### src/aiw_pkg.sv
// Constants and types for the analog I/O and watchdog control block.
// Assumes a 10 MHz board clock and 32-bit word-aligned register accesses.
package aiw_pkg;
    // Register bus shape (512-byte window)
    localparam int ADDR_W = 9;
    localparam int DATA_W = 32;

    // Register byte offsets
    localparam logic [ADDR_W-1:0] OFS_STATUS5    = 9'h014;
    localparam logic [ADDR_W-1:0] OFS_STATUS6    = 9'h018;
    localparam logic [ADDR_W-1:0] OFS_WD_CTRL    = 9'h04c;
    localparam logic [ADDR_W-1:0] OFS_WD_SERVICE = 9'h050;
    localparam logic [ADDR_W-1:0] OFS_DAC_FIRST  = 9'h060;
    localparam logic [ADDR_W-1:0] OFS_DAC_LAST   = 9'h07c;
    localparam logic [ADDR_W-1:0] OFS_ADC_DATA   = 9'h080;
    localparam logic [ADDR_W-1:0] OFS_ADC_START  = 9'h0a0;

    // Field positions
    localparam int WDC_BASE_BIT  = 0;
    localparam int WDC_EN_BIT    = 2;
    localparam int WDC_DACRT_BIT = 4;
    localparam int ST5_DONE_BIT  = 18;
    localparam int ST6_WDOG_BIT  = 22;

    // Codes written by software
    localparam logic [DATA_W-1:0] WD_SERVICE_CODE = 32'h0000005a;
    localparam logic [DATA_W-1:0] ADC_START_CODE  = 32'h00000001;

    // Converter widths and ADC commands
    localparam int DAC_W     = 13;
    localparam int ADC_W     = 14;
    localparam int ADC_CMD_W = 4;
    localparam int ADC_DEPTH = 4;
    localparam logic [ADC_CMD_W-1:0] ADC_CMD_PWRDN = 4'h8;
    localparam logic [ADC_CMD_W-1:0] ADC_CMD_RESET = 4'h0;

    // Reset values
    localparam logic WDC_BASE_RESET  = 1'b0;
    localparam logic WDC_EN_RESET    = 1'b0;
    localparam logic WDC_DACRT_RESET = 1'b0;

    // Watchdog intervals
    localparam int CLK_HZ      = 10_000_000;
    localparam int WD_SHORT_MS = 8;
    localparam int WD_LONG_MS  = 16;
    localparam int WD_SHORT_CYC = WD_SHORT_MS * (CLK_HZ / 1000);
    localparam int WD_LONG_CYC  = WD_LONG_MS * (CLK_HZ / 1000);
    localparam int WD_CNT_W     = 24;

    // Conversion sequence states
    typedef enum logic [1:0] {ADC_IDLE, ADC_COLLECT} aiw_adc_state_t;
endpackage

### src/aiw_analog_io_watchdog_ctrl.sv
// Holds the ADC command, result store and done flag, DAC write strobes
// and the watchdog. Assumes the converters accept one-cycle strobes.
`timescale 1ns/1ps

module aiw_analog_io_watchdog_ctrl
    import aiw_pkg::*;
#(
    parameter int WD_SHORT_CYCLES = aiw_pkg::WD_SHORT_CYC, // 8 ms base
    parameter int WD_LONG_CYCLES  = aiw_pkg::WD_LONG_CYC   // 16 ms base
)
(
    input  wire logic                        mclk,        // Board clock
    input  wire logic                        rst_n,       // Sync reset, low
    input  wire logic                        ce,          // Clock enable
    input  wire logic [aiw_pkg::ADDR_W-1:0]  regAddr,     // Byte address
    input  wire logic                        regWrEn,     // Write strobe
    input  wire logic                        regRdEn,     // Read strobe
    input  wire logic [aiw_pkg::DATA_W-1:0]  regWrData,   // Write data
    output logic      [aiw_pkg::DATA_W-1:0]  regRdData,   // Read data
    output logic                             regRdValid,  // Read data valid
    output logic                             dacWrStb,    // DAC write cycle
    output logic      [2:0]                  dacChan,     // DAC channel
    output logic      [aiw_pkg::DAC_W-1:0]   dacCode,     // DAC code
    output logic                             adcCmdStb,   // ADC command write
    output logic      [aiw_pkg::ADC_CMD_W-1:0] adcCmd,    // ADC command
    output logic                             adcConvStb,  // Start conversion
    input  wire logic                        adcResValid, // Result strobe
    input  wire logic [aiw_pkg::ADC_W-1:0]   adcResData,  // Result word
    output logic                             wdOutN,      // Watchdog out, low
    output logic                             boardRst,    // Board reset pulse
    output logic                             outClear     // Clear outputs
);
    import aiw_pkg::*;

    aiw_adc_state_t                adcState_reg;
    logic [ADC_W-1:0]              resMem [ADC_DEPTH];
    logic [1:0]                    wrCnt_reg;
    logic [1:0]                    rdPtr_reg;
    logic                          doneN_reg;
    logic                          ctrlBase_reg;
    logic                          ctrlEn_reg;
    logic                          ctrlDacRt_reg;
    logic                          fired_reg;
    logic [WD_CNT_W-1:0]           wdCnt_reg;
    logic [WD_CNT_W-1:0]           wdLimit;
    logic [1:0]                    lastIdx;
    logic                          dacHit;
    logic                          svcHit;
    logic                          wdRestart;
    logic                          wdExpire;
    logic                          adcRd;
    logic                          adcComplete;
    logic                          startHit;

    // Address decode
    assign dacHit   = regWrEn && regAddr >= OFS_DAC_FIRST && regAddr <= OFS_DAC_LAST
                      && regAddr[1:0] == 2'b00;
    assign svcHit   = regWrEn && regAddr == OFS_WD_SERVICE && regWrData == WD_SERVICE_CODE;
    assign adcRd    = regRdEn && regAddr == OFS_ADC_DATA;
    assign lastIdx  = adcCmd[1:0];
    assign adcComplete = adcState_reg == ADC_COLLECT && adcResValid && wrCnt_reg == lastIdx;
    assign startHit = regWrEn && regAddr == OFS_ADC_START && regWrData == ADC_START_CODE
                      && adcState_reg == ADC_IDLE && adcCmd != ADC_CMD_PWRDN;

    assign wdRestart = svcHit || (dacHit && ctrlDacRt_reg);
    assign wdLimit  = ctrlBase_reg ? WD_CNT_W'(WD_LONG_CYCLES) : WD_CNT_W'(WD_SHORT_CYCLES);
    assign wdExpire = ctrlEn_reg && !fired_reg && !wdRestart && wdCnt_reg == wdLimit - 1'b1;

    // Watchdog control register
    always_ff @(posedge mclk)
    begin
        if (!rst_n)
        begin
            ctrlBase_reg  <= WDC_BASE_RESET;
            ctrlEn_reg    <= WDC_EN_RESET;
            ctrlDacRt_reg <= WDC_DACRT_RESET;
        end
        else if (ce && regWrEn && regAddr == OFS_WD_CTRL)
        begin
            ctrlBase_reg  <= regWrData[WDC_BASE_BIT];
            ctrlEn_reg    <= regWrData[WDC_EN_BIT];
            ctrlDacRt_reg <= regWrData[WDC_DACRT_BIT];
        end
    end

    // Watchdog counter
    always_ff @(posedge mclk)
    begin
        if (!rst_n)
            wdCnt_reg <= '0;
        else if (ce)
        begin
            if (!ctrlEn_reg || fired_reg || wdRestart || wdExpire)
                wdCnt_reg <= '0;
            else
                wdCnt_reg <= wdCnt_reg + 1'b1;
        end
    end

    // Timeout latch, held until watchdog disabled
    always_ff @(posedge mclk)
    begin
        if (!rst_n)
        begin
            fired_reg <= 1'b0;
            boardRst  <= 1'b0;
        end
        else if (ce)
        begin
            boardRst <= wdExpire;
            if (wdExpire)
                fired_reg <= 1'b1;
            else if (!ctrlEn_reg)
                fired_reg <= 1'b0;
        end
    end

    assign outClear = fired_reg;
    assign wdOutN   = !fired_reg;

    // DAC write path
    always_ff @(posedge mclk)
    begin
        if (!rst_n)
        begin
            dacWrStb <= 1'b0;
            dacChan  <= '0;
            dacCode  <= '0;
        end
        else if (ce)
        begin
            dacWrStb <= dacHit || wdExpire;
            if (wdExpire)
            begin
                dacChan <= '0;
                dacCode <= '0;
            end
            else if (dacHit)
            begin
                dacChan <= regAddr[4:2];
                dacCode <= regWrData[DAC_W-1:0];
            end
        end
    end

    // ADC command register
    always_ff @(posedge mclk)
    begin
        if (!rst_n)
        begin
            adcCmd    <= ADC_CMD_RESET;
            adcCmdStb <= 1'b0;
        end
        else if (ce)
        begin
            adcCmdStb <= regWrEn && regAddr == OFS_ADC_DATA;
            if (regWrEn && regAddr == OFS_ADC_DATA)
                adcCmd <= regWrData[ADC_CMD_W-1:0];
        end
    end

    // Conversion sequence and result store
    always_ff @(posedge mclk)
    begin
        if (!rst_n)
        begin
            adcState_reg <= ADC_IDLE;
            wrCnt_reg    <= '0;
            adcConvStb   <= 1'b0;
        end
        else if (ce)
        begin
            adcConvStb <= startHit;
            unique case (adcState_reg)
                ADC_IDLE:
                    if (startHit)
                    begin
                        adcState_reg <= ADC_COLLECT;
                        wrCnt_reg    <= '0;
                    end
                ADC_COLLECT:
                    if (adcResValid)
                    begin
                        wrCnt_reg <= wrCnt_reg + 1'b1;
                        if (adcComplete)
                            adcState_reg <= ADC_IDLE;
                    end
            endcase
        end
    end

    for (genvar gi = 0; gi < ADC_DEPTH; gi++)
    begin : gResSlot
        always_ff @(posedge mclk)
        begin
            if (!rst_n)
                resMem[gi] <= '0;
            else if (ce && adcState_reg == ADC_COLLECT && adcResValid
                     && wrCnt_reg == 2'(gi))
                resMem[gi] <= adcResData;
        end
    end

    // Result read pointer
    always_ff @(posedge mclk)
    begin
        if (!rst_n)
            rdPtr_reg <= '0;
        else if (ce)
        begin
            if (startHit)
                rdPtr_reg <= '0;
            else if (adcRd)
                rdPtr_reg <= rdPtr_reg + 1'b1;
        end
    end

    // Done flag, completion wins over read
    always_ff @(posedge mclk)
    begin
        if (!rst_n)
            doneN_reg <= 1'b1;
        else if (ce)
        begin
            if (adcComplete)
                doneN_reg <= 1'b0;
            else if (adcRd)
                doneN_reg <= 1'b1;
        end
    end

    // Registered read data
    always_ff @(posedge mclk)
    begin
        if (!rst_n)
        begin
            regRdData  <= '0;
            regRdValid <= 1'b0;
        end
        else if (ce)
        begin
            regRdValid <= regRdEn;
            regRdData  <= '0;
            if (regRdEn)
            begin
                unique case (regAddr)
                    OFS_ADC_DATA: regRdData[ADC_W-1:0] <= resMem[rdPtr_reg];
                    OFS_STATUS5:  regRdData[ST5_DONE_BIT] <= doneN_reg;
                    OFS_STATUS6:  regRdData[ST6_WDOG_BIT] <= wdOutN;
                    default:      regRdData <= '0;
                endcase
            end
        end
    end
    // Checks
    AST_DAC_RETRIG: assert property (@(posedge mclk) disable iff (!rst_n)
        ce && dacHit && ctrlDacRt_reg |=> wdCnt_reg == '0)
        else $error("DAC write did not restart watchdog");
    AST_NO_DAC_RETRIG: assert property (@(posedge mclk) disable iff (!rst_n)
        ce && dacHit && !ctrlDacRt_reg && !svcHit && ctrlEn_reg && !fired_reg && !wdExpire
        |=> wdCnt_reg == $past(wdCnt_reg) + 1'b1)
        else $error("DAC write restarted watchdog while retrigger off");
    AST_SVC_RESTART: assert property (@(posedge mclk) disable iff (!rst_n)
        ce && svcHit |=> wdCnt_reg == '0)
        else $error("Service code did not restart watchdog");
    AST_WD_RUNS: assert property (@(posedge mclk) disable iff (!rst_n)
        ce && ctrlEn_reg && !fired_reg && !wdRestart && !wdExpire
        |=> wdCnt_reg == $past(wdCnt_reg) + 1'b1)
        else $error("Watchdog counter did not advance");
    AST_DAC_STROBE: assert property (@(posedge mclk) disable iff (!rst_n)
        ce && dacHit && !wdExpire |=> dacWrStb && dacChan == $past(regAddr[4:2])
        && dacCode == $past(regWrData[DAC_W-1:0]))
        else $error("DAC write cycle wrong");
    AST_DONE_LOW: assert property (@(posedge mclk) disable iff (!rst_n)
        ce && adcComplete |=> !doneN_reg && adcState_reg == ADC_IDLE)
        else $error("Done flag not low after last result");
    AST_DONE_REARM: assert property (@(posedge mclk) disable iff (!rst_n)
        ce && adcRd && !adcComplete |=> doneN_reg)
        else $error("Result read did not rearm done flag");
    AST_WD_TIMEOUT: assert property (@(posedge mclk) disable iff (!rst_n)
        ce && wdExpire |=> boardRst && !wdOutN && outClear && dacCode == '0)
        else $error("Timeout effects missing");
    AST_WD_STATUS: assert property (@(posedge mclk) disable iff (!rst_n)
        ce && regRdEn && regAddr == OFS_STATUS6 |=> regRdData[ST6_WDOG_BIT] == $past(wdOutN))
        else $error("Watchdog level misreported");
    AST_START_STB: assert property (@(posedge mclk) disable iff (!rst_n)
        ce && startHit |=> adcConvStb && adcState_reg == ADC_COLLECT)
        else $error("Conversion did not start");
    COV_TIMEOUT: cover property (@(posedge mclk) disable iff (!rst_n) ce && wdExpire);
    COV_FOUR_CH: cover property (@(posedge mclk) disable iff (!rst_n)
        ce && adcComplete && lastIdx == 2'h3);
    COV_DAC_RT: cover property (@(posedge mclk) disable iff (!rst_n)
        ce && dacHit && ctrlDacRt_reg && ctrlEn_reg);
endmodule

### config.mk
export PLATFORM = sky130hd
export DESIGN_NAME = aiw_analog_io_watchdog_ctrl
export DESIGN_NICKNAME = d
export VERILOG_FILES = /design/src/aiw_pkg.sv /design/src/aiw_analog_io_watchdog_ctrl.sv
export SDC_FILE = /design/constraint.sdc
export NUM_CORES = 1
export LEC_CHECK = 0
export BUFFER_PORTS_ARGS = -buffer_cell sky130_fd_sc_hd__clkbuf_2
export CORE_UTILIZATION = 50
export CTS_BUF_LIST = sky130_fd_sc_hd__clkbuf_16
export DETAILED_ROUTE_END_ITERATION = 6
export PLACE_DENSITY = 0.81
export SETUP_SLACK_MARGIN = 0.15
export SLEW_MARGIN = 20
export SYNTH_ARGS = -nofsm -noshare
export SYNTH_HDL_FRONTEND = slang
export SYNTH_SLANG_ARGS = --single-unit
### constraint.sdc
create_clock -name mclk -period 2 [get_ports mclk]
set_clock_uncertainty 0.05 [all_clocks]
set_input_delay 0.1 -clock mclk [delete_from_list [all_inputs] [get_ports mclk]]
set_output_delay 0.1 -clock mclk [all_outputs]
set_load 0.005 [all_outputs]
==> flow_summary.yaml, run 1 <==
outcome:
  status: "complete, no violations"
synth:
  synth-compound-area-share_pct: 7.479
  yosys.area_share.adder_pct: 0.9764
  yosys_warnings: 0
  syn_area_sq_um: 6407
  synth_top_family_by_area: "simple AND/OR/NAND/NOR gates"
  synth.distinct_cells: 50
  synth_top_cell_by_area: "edfxtp_1"
  synthSimpleGateAreaFrac_pct: 26.89
  postSynthAreaPerCell_sq_um: 10.37
  yosysTopAreaCellShare_pct: 26.24
  synth_ff_type: "dfxtp_1"
  synth_xor_area_share_pct: 2.871
  synthCells: 618
  ys_top_cells_by_area: "edfxtp_1, dfxtp_1, and2_1, mux4_2, nor2_1"
  synth_edf_count: 56
  ys_ff_latch: 133
  async_flop_share_pct: 0
  ys_seq_area_share_pct: 50.30
  synth_mux_area_share_pct: 6.483
placed_design:
  place_congestion: 0.8152
  dp_cells: 878
  io_buffers: 103
  dpl-instance-area_sq_um: 7128
  dpl.hpwl_um: 10710
timing:
  fin_hold_ws_ps: 64.05
  setup_viol: 0
  fmaxAchievable_ghz: 0.5304
  post-route-period-util_pct: 94.26
  setup_tns_ps: 0
  worst-slew-pin-transition_ps: 602.8
  hold_viol: 0
  drv_slew: 0
  maxSlewHeadroom_pct: 59.81
  period_minus_slack_ps: 1885
  rsz0062_at_grt: "yes"
global_route:
  grt_max_degree: 54
  grt-ovfl-total: 0
  track_usage_pct: 25.71
  antenna_found_initial: 0
  grt_pass1_vias: 5348
  grt_pass1_wl_um: 25660
finish:
  n_fill_cell: 919
  largest_reg_flops: 56
  nets: 821
  drive_above_1_share_pct: 26.69
  diodes: 0
  area_delta_synth_final_pct: 27.30
  fin_cells: 936
  final_area_sq_um: 8157
clock_network:
  cts_tree: "yes"
  insertion_delay_ps: 410
  root_buffer: "clkbuf_16"
  cts_buffer_depth: 2
  htree_levels: 4
  cts_sinks: 133
  clk_pin_slew_ps: 60
  cts_buffers: 17
floorplanning:
  die_area_sq_um: 13270
  core-area_sq_um: 12260
  row_count: 40
  start_util_pct: 52.26
  ioPinCount: 120
  die_y_um: 115.2
  die_w_um: 115.2
routing:
  routed_wl_um: 16470
  post_drt_wl_per_cell_um: 17.60
  drt_iter0_markers: 490
  first_pass_iters: 5
  ant_nets: 0
  vias: 5238
  drc: 0
  avgViaCountPerCell: 5.596
critical_path:
  slowest_stage: "or4b_4"
  path_cells: "or4b_4 -> o22ai_4 -> nand3_4 -> buf_8 -> o32ai_1 -> a21oi_1"
  worst-setup-path-type: "reg2reg"
  max_stage_delay_ps: 560
  cp_max_fo: 12
  cp-end-kind: "flop"
  cp.required_ps: 2230
  critPathLaunchType: "flop"
  cp.arrival_ps: 2110
flow_run:
  drv_cap: 0
power:
  p_leak_nw: 3.227
  cellPowerDensity_nw_per_um2: 770.5
  peakVddDrop_mv: 0.6109
worst_hold_path:
  hp-class: "in2reg"
==> power breakdown <==
part           total, W  switching, W  internal [W]  leakage, nW
Clock           0.00309       0.00114       0.00194        0.295
Combinational  0.000296      0.000163      0.000133         1.78
Sequential      0.00290     0.0000187       0.00288         1.15
Total           0.00628       0.00132       0.00496         3.23
==> cell type report <==
cell class | instances | area [sq um] | share of cell area, %
Timing Repair Buffer | 157 | 1006 | 12.33
Clock buffer | 17 | 425.4 | 5.216
Tap cell | 168 | 210.2 | 2.577
Multi-Input combinational cell | 440 | 3108 | 38.10
Inverter | 6 | 22.52 | 0.2761
Clock inverter | 15 | 160.2 | 1.963
Sequential cell | 133 | 3224 | 39.53
==> final timing paths <==
kind | start | end | slack (ps) | depth (start not counted)
worst max-delay path | ctrlBase_reg | dacCode[0] | 110 | 6
worst min-delay path | regAddr[0] | dacWrStb | 60 | 4
worst max register to register | ctrlBase_reg | dacCode[0] | 110 | 6
worst min register to register | adcCmdStb | adcCmdStb | 420 | 2
==> cell usage after synthesis, drive strengths merged, types with 3 or more instances <==
| cell | instances |
|---|---|
| dfxtp | 77 |
| and2 | 73 |
| edfxtp | 56 |
| nor2 | 56 |
| a21oi | 35 |
| clkbuf | 33 |
| nand2 | 29 |
| and3 | 28 |
| nand2b | 23 |
| buf | 21 |
| nor2b | 21 |
| o32ai | 16 |
| nor4 | 15 |
| mux4 | 14 |
| nand3 | 14 |
| xnor2 | 13 |
| mux2i | 10 |
| nand4 | 10 |
| nor3 | 8 |
| xor2 | 8 |
| nor4b | 6 |
| ha | 5 |
| inv | 5 |
| o21a | 5 |
| and4 | 4 |
| nand3b | 4 |
| nand4b | 4 |
| nor3b | 3 |
| o21ai | 3 |
==> routing by layer <==
metal | part of all wire (%) | track usage, % | routed length [um] | vias to the layer above
met5 | 0 | 0 | 0 | -
met4 | 2.4 | 13.33 | 392 | 0
met3 | 6.2 | 5.693 | 1019 | 42
met2 | 53 | 45.26 | 8692 | 234
met1 | 39 | 29.31 | 6370 | 2510
li1 | - | - | - | 2452
==> cells in the final DEF, fill, tap and decap left out, drive strengths merged, types with 9 or more instances in the layout <==
cell type | Yosys | routed
inv | 5 | 9
nand2b | 23 | 23
clkbuf | 33 | 120
nor4 | 15 | 15
nand4 | 10 | 10
dfxtp | 77 | 77
buf | 21 | 31
nand2 | 29 | 29
edfxtp | 56 | 56
dlygate4sd3 | 0 | 23
nand3 | 14 | 14
mux2i | 10 | 10
o32ai | 16 | 16
clkinv | 1 | 9
mux4 | 14 | 14
xnor2 | 13 | 13
nor2b | 21 | 21
and2 | 73 | 73
conb | 1 | 16
nor2 | 56 | 56
and3 | 28 | 28
a21oi | 35 | 35
==> per-stage QoR <==
step           util [%]  total power (W)  setup slack, ps
4_1_cts           65.19         0.006318            109.8
3_3_place_gp      58.13         0.003198            130.5
2_1_floorplan         -         0.003095            139.1
5_1_grt           66.52         0.006475            11.36
6_report          66.52         0.006285            114.8
3_5_place_dp      58.13         0.003214            35.14
==> critical path: cells and delay by family, from the launching register on <==
kind | cells | cell delay (ps)
and+or+nand+nor | 2 | 690
DFF | 1 | 330
buffers and inverters | 1 | 170
AOI/OAI and AO/OA | 3 | 500
==> logic make-up (layout without fill, tap and decap cells) <==
family          after synthesis  after routing
simple gates                302            302
flops                       133            133
compound gates               72             72
buf+inv                      60            195
mux                          24             24
xor+xnor                     21             21
fa+ha+maj                     5              5
other cells                   1             16
==> timing repair <==
action | CTS | global route
buffers inserted | 0 | 3
resized for setup | 8 | 25
endpoints found under the setup margin | 37 | 59
pin swaps | 1 | 8
hold buffers | 23 | 0
endpoints found under the hold margin | 65 | 0
(Power assumes the default switching activity.)
==> run 2: changes to the inputs <==
- ABC_AREA: not set -> 1
==> flow_summary.yaml, run 2 <==
outcome:
  status: "complete, no violations"
finish:
  diodes: 0
  layout_commonest_cell: "nor2_1"
  area_delta_synth_final_pct: 28.79
  nets: 977
  n_fill_cell: 965
  final_cell_mix: "nor2_1, nand2_1, clkbuf_2, dfxtp_1, inv_1"
  post-route-util_pct: 66.12
  drive_above_1_share_pct: 20.56
  largest_reg_flops: 56
clock_network:
  cts_tree: "yes"
  cts_sinks: 133
  cts_buffers: 17
  root_buffer: "clkbuf_16"
  htree_levels: 4
  cts_buffer_depth: 2
  insertion_delay_ps: 420
  clk_pin_slew_ps: 60
timing:
  setup_tns_ps: 0
  post-route-period-util_pct: 90.36
  fin_hold_ws_ps: 25.01
  rsz0062_at_grt: "yes"
  fmaxAchievable_ghz: 0.5533
  drv_slew: 0
  maxSlewHeadroom_pct: 43.63
  worst-slew-pin-transition_ps: 844.5
  period_minus_slack_ps: 1807
  setup_viol: 0
  hold_viol: 0
routing:
  first_pass_iters: 6
  ant_nets: 0
  drt_iter0_markers: 664
  vias: 5728
  drc: 0
  avgViaCountPerCell: 5.245
  post_drt_wl_per_cell_um: 14.47
  routed_wl_um: 15800
critical_path:
  critPathLaunchType: "flop"
  cp.arrival_ps: 2080
  cp_max_fo: 4
  cp.required_ps: 2270
  max_stage_delay_ps: 360
  timing.rr.start: "wdCnt_reg[1]"
  path_cells: "ha_4 -> nand3_4 -> nor2_4 -> nand2_2 -> nor2_1 -> nand2_1 -> nor2_4 -> nand3_2 -> buf_4 -> xor2_1 -> nor2_1"
  cp-end-kind: "flop"
  cp-startpoint: "wdCnt_reg[1]"
  slowest_stage: "dfxtp_4"
  crit_family: "simple AND/OR/NAND/NOR gates"
  reg2reg_slack_ps: 190
  worst-setup-path-type: "reg2reg"
  crit_buf_inv: 1
placed_design:
  io_buffers: 103
  place_congestion: 0.9280
  dpl.hpwl_um: 9696
floorplanning:
  die_y_um: 113.3
  ioPinCount: 120
  start_util_pct: 51.34
  core-area_sq_um: 12060
  row_count: 40
  die_w_um: 113.3
  die_area_sq_um: 12830
synth:
  syn_area_sq_um: 6192
  yosysMostFrequentCell: "nor2_1"
  synth_top_cell_by_area: "edfxtp_1"
  synth_edf_count: 56
  yosysTopAreaCellShare_pct: 27.16
  synth_commonest_cells: "nor2_1, nand2_1, dfxtp_1"
  ys_top_cells_by_area: "edfxtp_1, dfxtp_1, nor2_1, nand2_1, nand3_1"
  synthCells: 766
  postSynthAreaPerCell_sq_um: 8.084
  synth_ff_type: "dfxtp_1"
  ys_ff_latch: 133
  ys_seq_area_share_pct: 52.05
  async_flop_share_pct: 0
  synth.distinct_cells: 39
  yosys_warnings: 0
power:
  cellPowerDensity_nw_per_um2: 793.8
  peakVddDrop_mv: 0.5597
  p_leak_nw: 3.310
flow_run:
  drv_cap: 0
global_route:
  grt_pass1_vias: 5135
  grt_pass1_wl_um: 24540
  antenna_found_initial: 0
  grt_max_degree: 41
  track_usage_pct: 24.76
  grt-ovfl-total: 0
worst_hold_path:
  hold_start: "adcResData[4]"
  hp-class: "in2reg"
## run 2: changes by cell type in the layout (fill, tap and decap cells not counted), moves of 23 or more
cell | before | now
nor2_1 | 54 | 178
nand2_1 | 29 | 116
and2_1 | 73 | 0
inv_1 | 6 | 70
nand3_1 | 13 | 59
o21ai_0 | 3 | 28
and3_1 | 25 | 1
nand2b_1 | 23 | 0
## run 2: routing by layer
metal | wire, um | track usage [%] | vias to the layer above
met5 | 0 | 0 | -
met1 | 6518 | 31.35 | 2607
li1 | - | - | 2782
met4 | 455 | 13.25 | 0
met2 | 7596 | 39.47 | 299
met3 | 1227 | 5.731 | 40
## run 2: cell families after synthesis
family | share of synthesized area [%]
AO/OA/AOI/OAI | 8.810
XOR/XNOR | 1.980
adder cells (fa/ha/maj) | 1.010
buffers and inverters | 8.446
flip-flops | 52.05
other | 0.06056
AND/OR/NAND/NOR | 27.64
## run 2: stage by stage
stage	worst slack, ps	cells	area, sq um	total power, W
global route	82.75	1092	7975	0.006517
detailed placement	147.4	1024	6894	0.003204
finish	192.8	1092	7975	0.006331
CTS	143.9	1086	7785	0.006332
global placement	213.9	1024	6894	0.003200
floorplan	374.9	781	6248	0.003089
## run 2: where the power goes
group | switching, W | internal (W) | leakage [nW]
Sequential | 0.0000155 | 0.00288 | 1.17
Clock | 0.00117 | 0.00194 | 0.300
Combinational | 0.000187 | 0.000133 | 1.84
## run 2: path summary, 6_finish.rpt
check                       end  cells after the start
setup reg to reg  wdCnt_reg[18]                     11
hold reg to reg    regRdData[5]                      2
setup / recovery  wdCnt_reg[18]                     11
hold / removal     resMem[2][4]                      3
## run 2: worst min-delay path, delay by kind of cell
kind / cells / cell delay [ps]
buffers and inverters: 2 / 180
AND/OR/NAND/NOR: 1 / 100
## run 2: timing repair
action / 4_1_cts / 5_1_grt
endpoints found under the hold margin: 67 / 0
setup endpoints to repair: 1 / 51
pin swaps: 0 / 12
setup buffers: 0 / 5
hold buffers: 30 / 0
cloned: 0 / 1
resized for setup: 0 / 30
## run 2: layout make-up
class                           count  area (sq um)  share of cell area (%)
Sequential cell                   133          3232                   40.52
Multi-Input combinational cell    530          2609                   32.71
Timing Repair Buffer              157          1064                   13.34
Clock buffer                       17         425.4                   5.334
Inverter                           72         270.3                   3.389
Tap cell                          168         210.2                   2.636
Clock inverter                     15         165.2                   2.071
==> run 3: changes to the inputs <==
- REMOVE_ABC_BUFFERS: not set -> 1
==> flow_summary.yaml, run 3 (synthesis results as in run 2) <==
outcome:
  status: "complete, no violations"
critical_path:
  cp_max_fo: 11
  timing.rr.start: "wdCnt_reg[1]"
  crit_buf_inv: 4
  crit_family: "buffers and inverters"
  worstRegToRegCells: 8
  reg2reg_slack_ps: 240
  cp-end-kind: "flop"
  r2r_end: "dacChan[1]"
  worst-setup-path-type: "in2reg"
  slowest_stage: "dlygate4sd3_1"
  cp_num_cells: 13
  cpMostUsedCell: "nand2_1"
  path_cells: "dlygate4sd3_1 -> clkbuf_2 -> nor2_2 -> nand3_1 -> nand2_1 -> nand3_1 -> nand2_1 -> inv_4 -> nand2_1 -> o21ai_1 -> nand2_2 -> clkbuf_16 -> a21oi_1"
  cp-endpoint: "wdCnt_reg[0]"
  cp-startpoint: "regAddr[3]"
  max_stage_delay_ps: 540
  cp.arrival_ps: 2130
  critPathLaunchType: "primary input"
  cp.required_ps: 2300
finish:
  multiInputGateArea_sq_um: 2586
  layout_commonest_cell: "nor2_1"
  n_fill_cell: 948
  area_delta_synth_final_pct: 28.35
  diodes: 0
  largest_reg_flops: 56
  drive_above_1_share_pct: 20.39
  seqCellArea_sq_um: 3227
  final_cell_mix: "nor2_1, nand2_1, clkbuf_2, dfxtp_1, inv_1"
  final_area_sq_um: 7948
  nets: 975
clock_network:
  insertion_delay_ps: 420
  root_buffer: "clkbuf_16"
  htree_levels: 4
  cts_buffers: 17
  cts_buffer_depth: 2
  clk_pin_slew_ps: 60
  cts_tree: "yes"
  cts_sinks: 133
power:
  p_leak_nw: 3.303
  cellPowerDensity_nw_per_um2: 835.4
  power.total_w: 0.006639
  peakVddDrop_mv: 0.6319
routing:
  drt_iter0_markers: 732
  post_drt_wl_per_cell_um: 14.82
  drc: 0
  first_pass_iters: 7
  ant_nets: 0
  avgViaCountPerCell: 5.261
  vias: 5735
  routed_wl_um: 16150
floorplanning:
  die_area_sq_um: 12830
  die_y_um: 113.3
  core-area_sq_um: 12060
  ioPinCount: 120
  die_w_um: 113.3
  start_util_pct: 51.34
  row_count: 40
global_route:
  antenna_found_initial: 0
  grt_max_degree: 29
  grt-ovfl-total: 0
  track_usage_pct: 25.52
  grt_pass1_wl_um: 25370
  grt_pass1_vias: 5351
timing:
  worst-slew-pin-transition_ps: 531.3
  period_minus_slack_ps: 1831
  maxSlewHeadroom_pct: 64.54
  rsz0062_at_grt: "yes"
  hold_viol: 0
  post-route-period-util_pct: 91.54
  setup_tns_ps: 0
  fmaxAchievable_ghz: 0.5462
  setup_viol: 0
  drv_slew: 0
worst_hold_path:
  hp-class: "in2reg"
placed_design:
  dpl-instance-area_sq_um: 6862
  place_congestion: 0.9374
  io_buffers: 103
  dpl.hpwl_um: 9768
flow_run:
  drv_cap: 0
## run 3: power breakdown
part	switching, W	internal, W
Sequential	0.0000164	0.00288
Combinational	0.000187	0.000128
Clock	0.00121	0.00222
## run 3: how the worst min path moves through the flow
stage,depth (start not counted),to,startpoint
6_report,3,resMem[0][4],adcResData[4]
3_5_place_dp,3,dacCode[12],regWrData[12]
5_1_grt,3,resMem[1][4],adcResData[4]
3_3_place_gp,3,dacCode[12],regWrData[12]
2_1_floorplan,1,doneN_reg,rst_n
4_1_cts,3,resMem[0][4],adcResData[4]
## run 3: final cells by class
class,instances,area share [%]
clock buffer,17,5.353
multi-input combinational,531,32.54
tap,168,2.645
inverter,72,3.432
sequential,133,40.60
clock inverter,15,2.834
timing repair buffer,154,12.59
## run 3: per-layer routing
layer	GRT usage [%]	up-vias	share of wire, %	wire, um
li1	-	2778	-	-
met1	32.13	2617	41	6603
met2	42.17	289	49	7926
met3	6.106	51	7.6	1232
met4	10.61	0	2.4	387
met5	0	-	0	0
## run 3: worst register-to-register path, cell delays in order (launching register included)
cell and delay [ps]:
dfxtp_2 360, ha_4 150, nand3_1 70, nor2_1 110, nand3_1 130, nor2_4 190, nand4_2 320, nand3_1 180
a21oi_1 80
## run 3: timing repair
action                     4_1_cts  5_1_grt
hold endpoints to repair        61        0
buffers inserted                 0        4
resized for setup                0       23
hold buffers                    29        0
setup endpoints to repair        0       58
## run 3: metrics by stage
stage               std cells  utilization, %  hold WS (ps)  setup WS (ps)
floorplan                 735               -         119.1          274.5
global placement         1023           56.89         322.9          235.3
detailed placement       1023           56.89         327.0          179.1
CTS                      1084           64.69        0.3101          170.5
global route             1090           65.89         43.26          67.51
finish                   1090           65.89         2.145          169.3
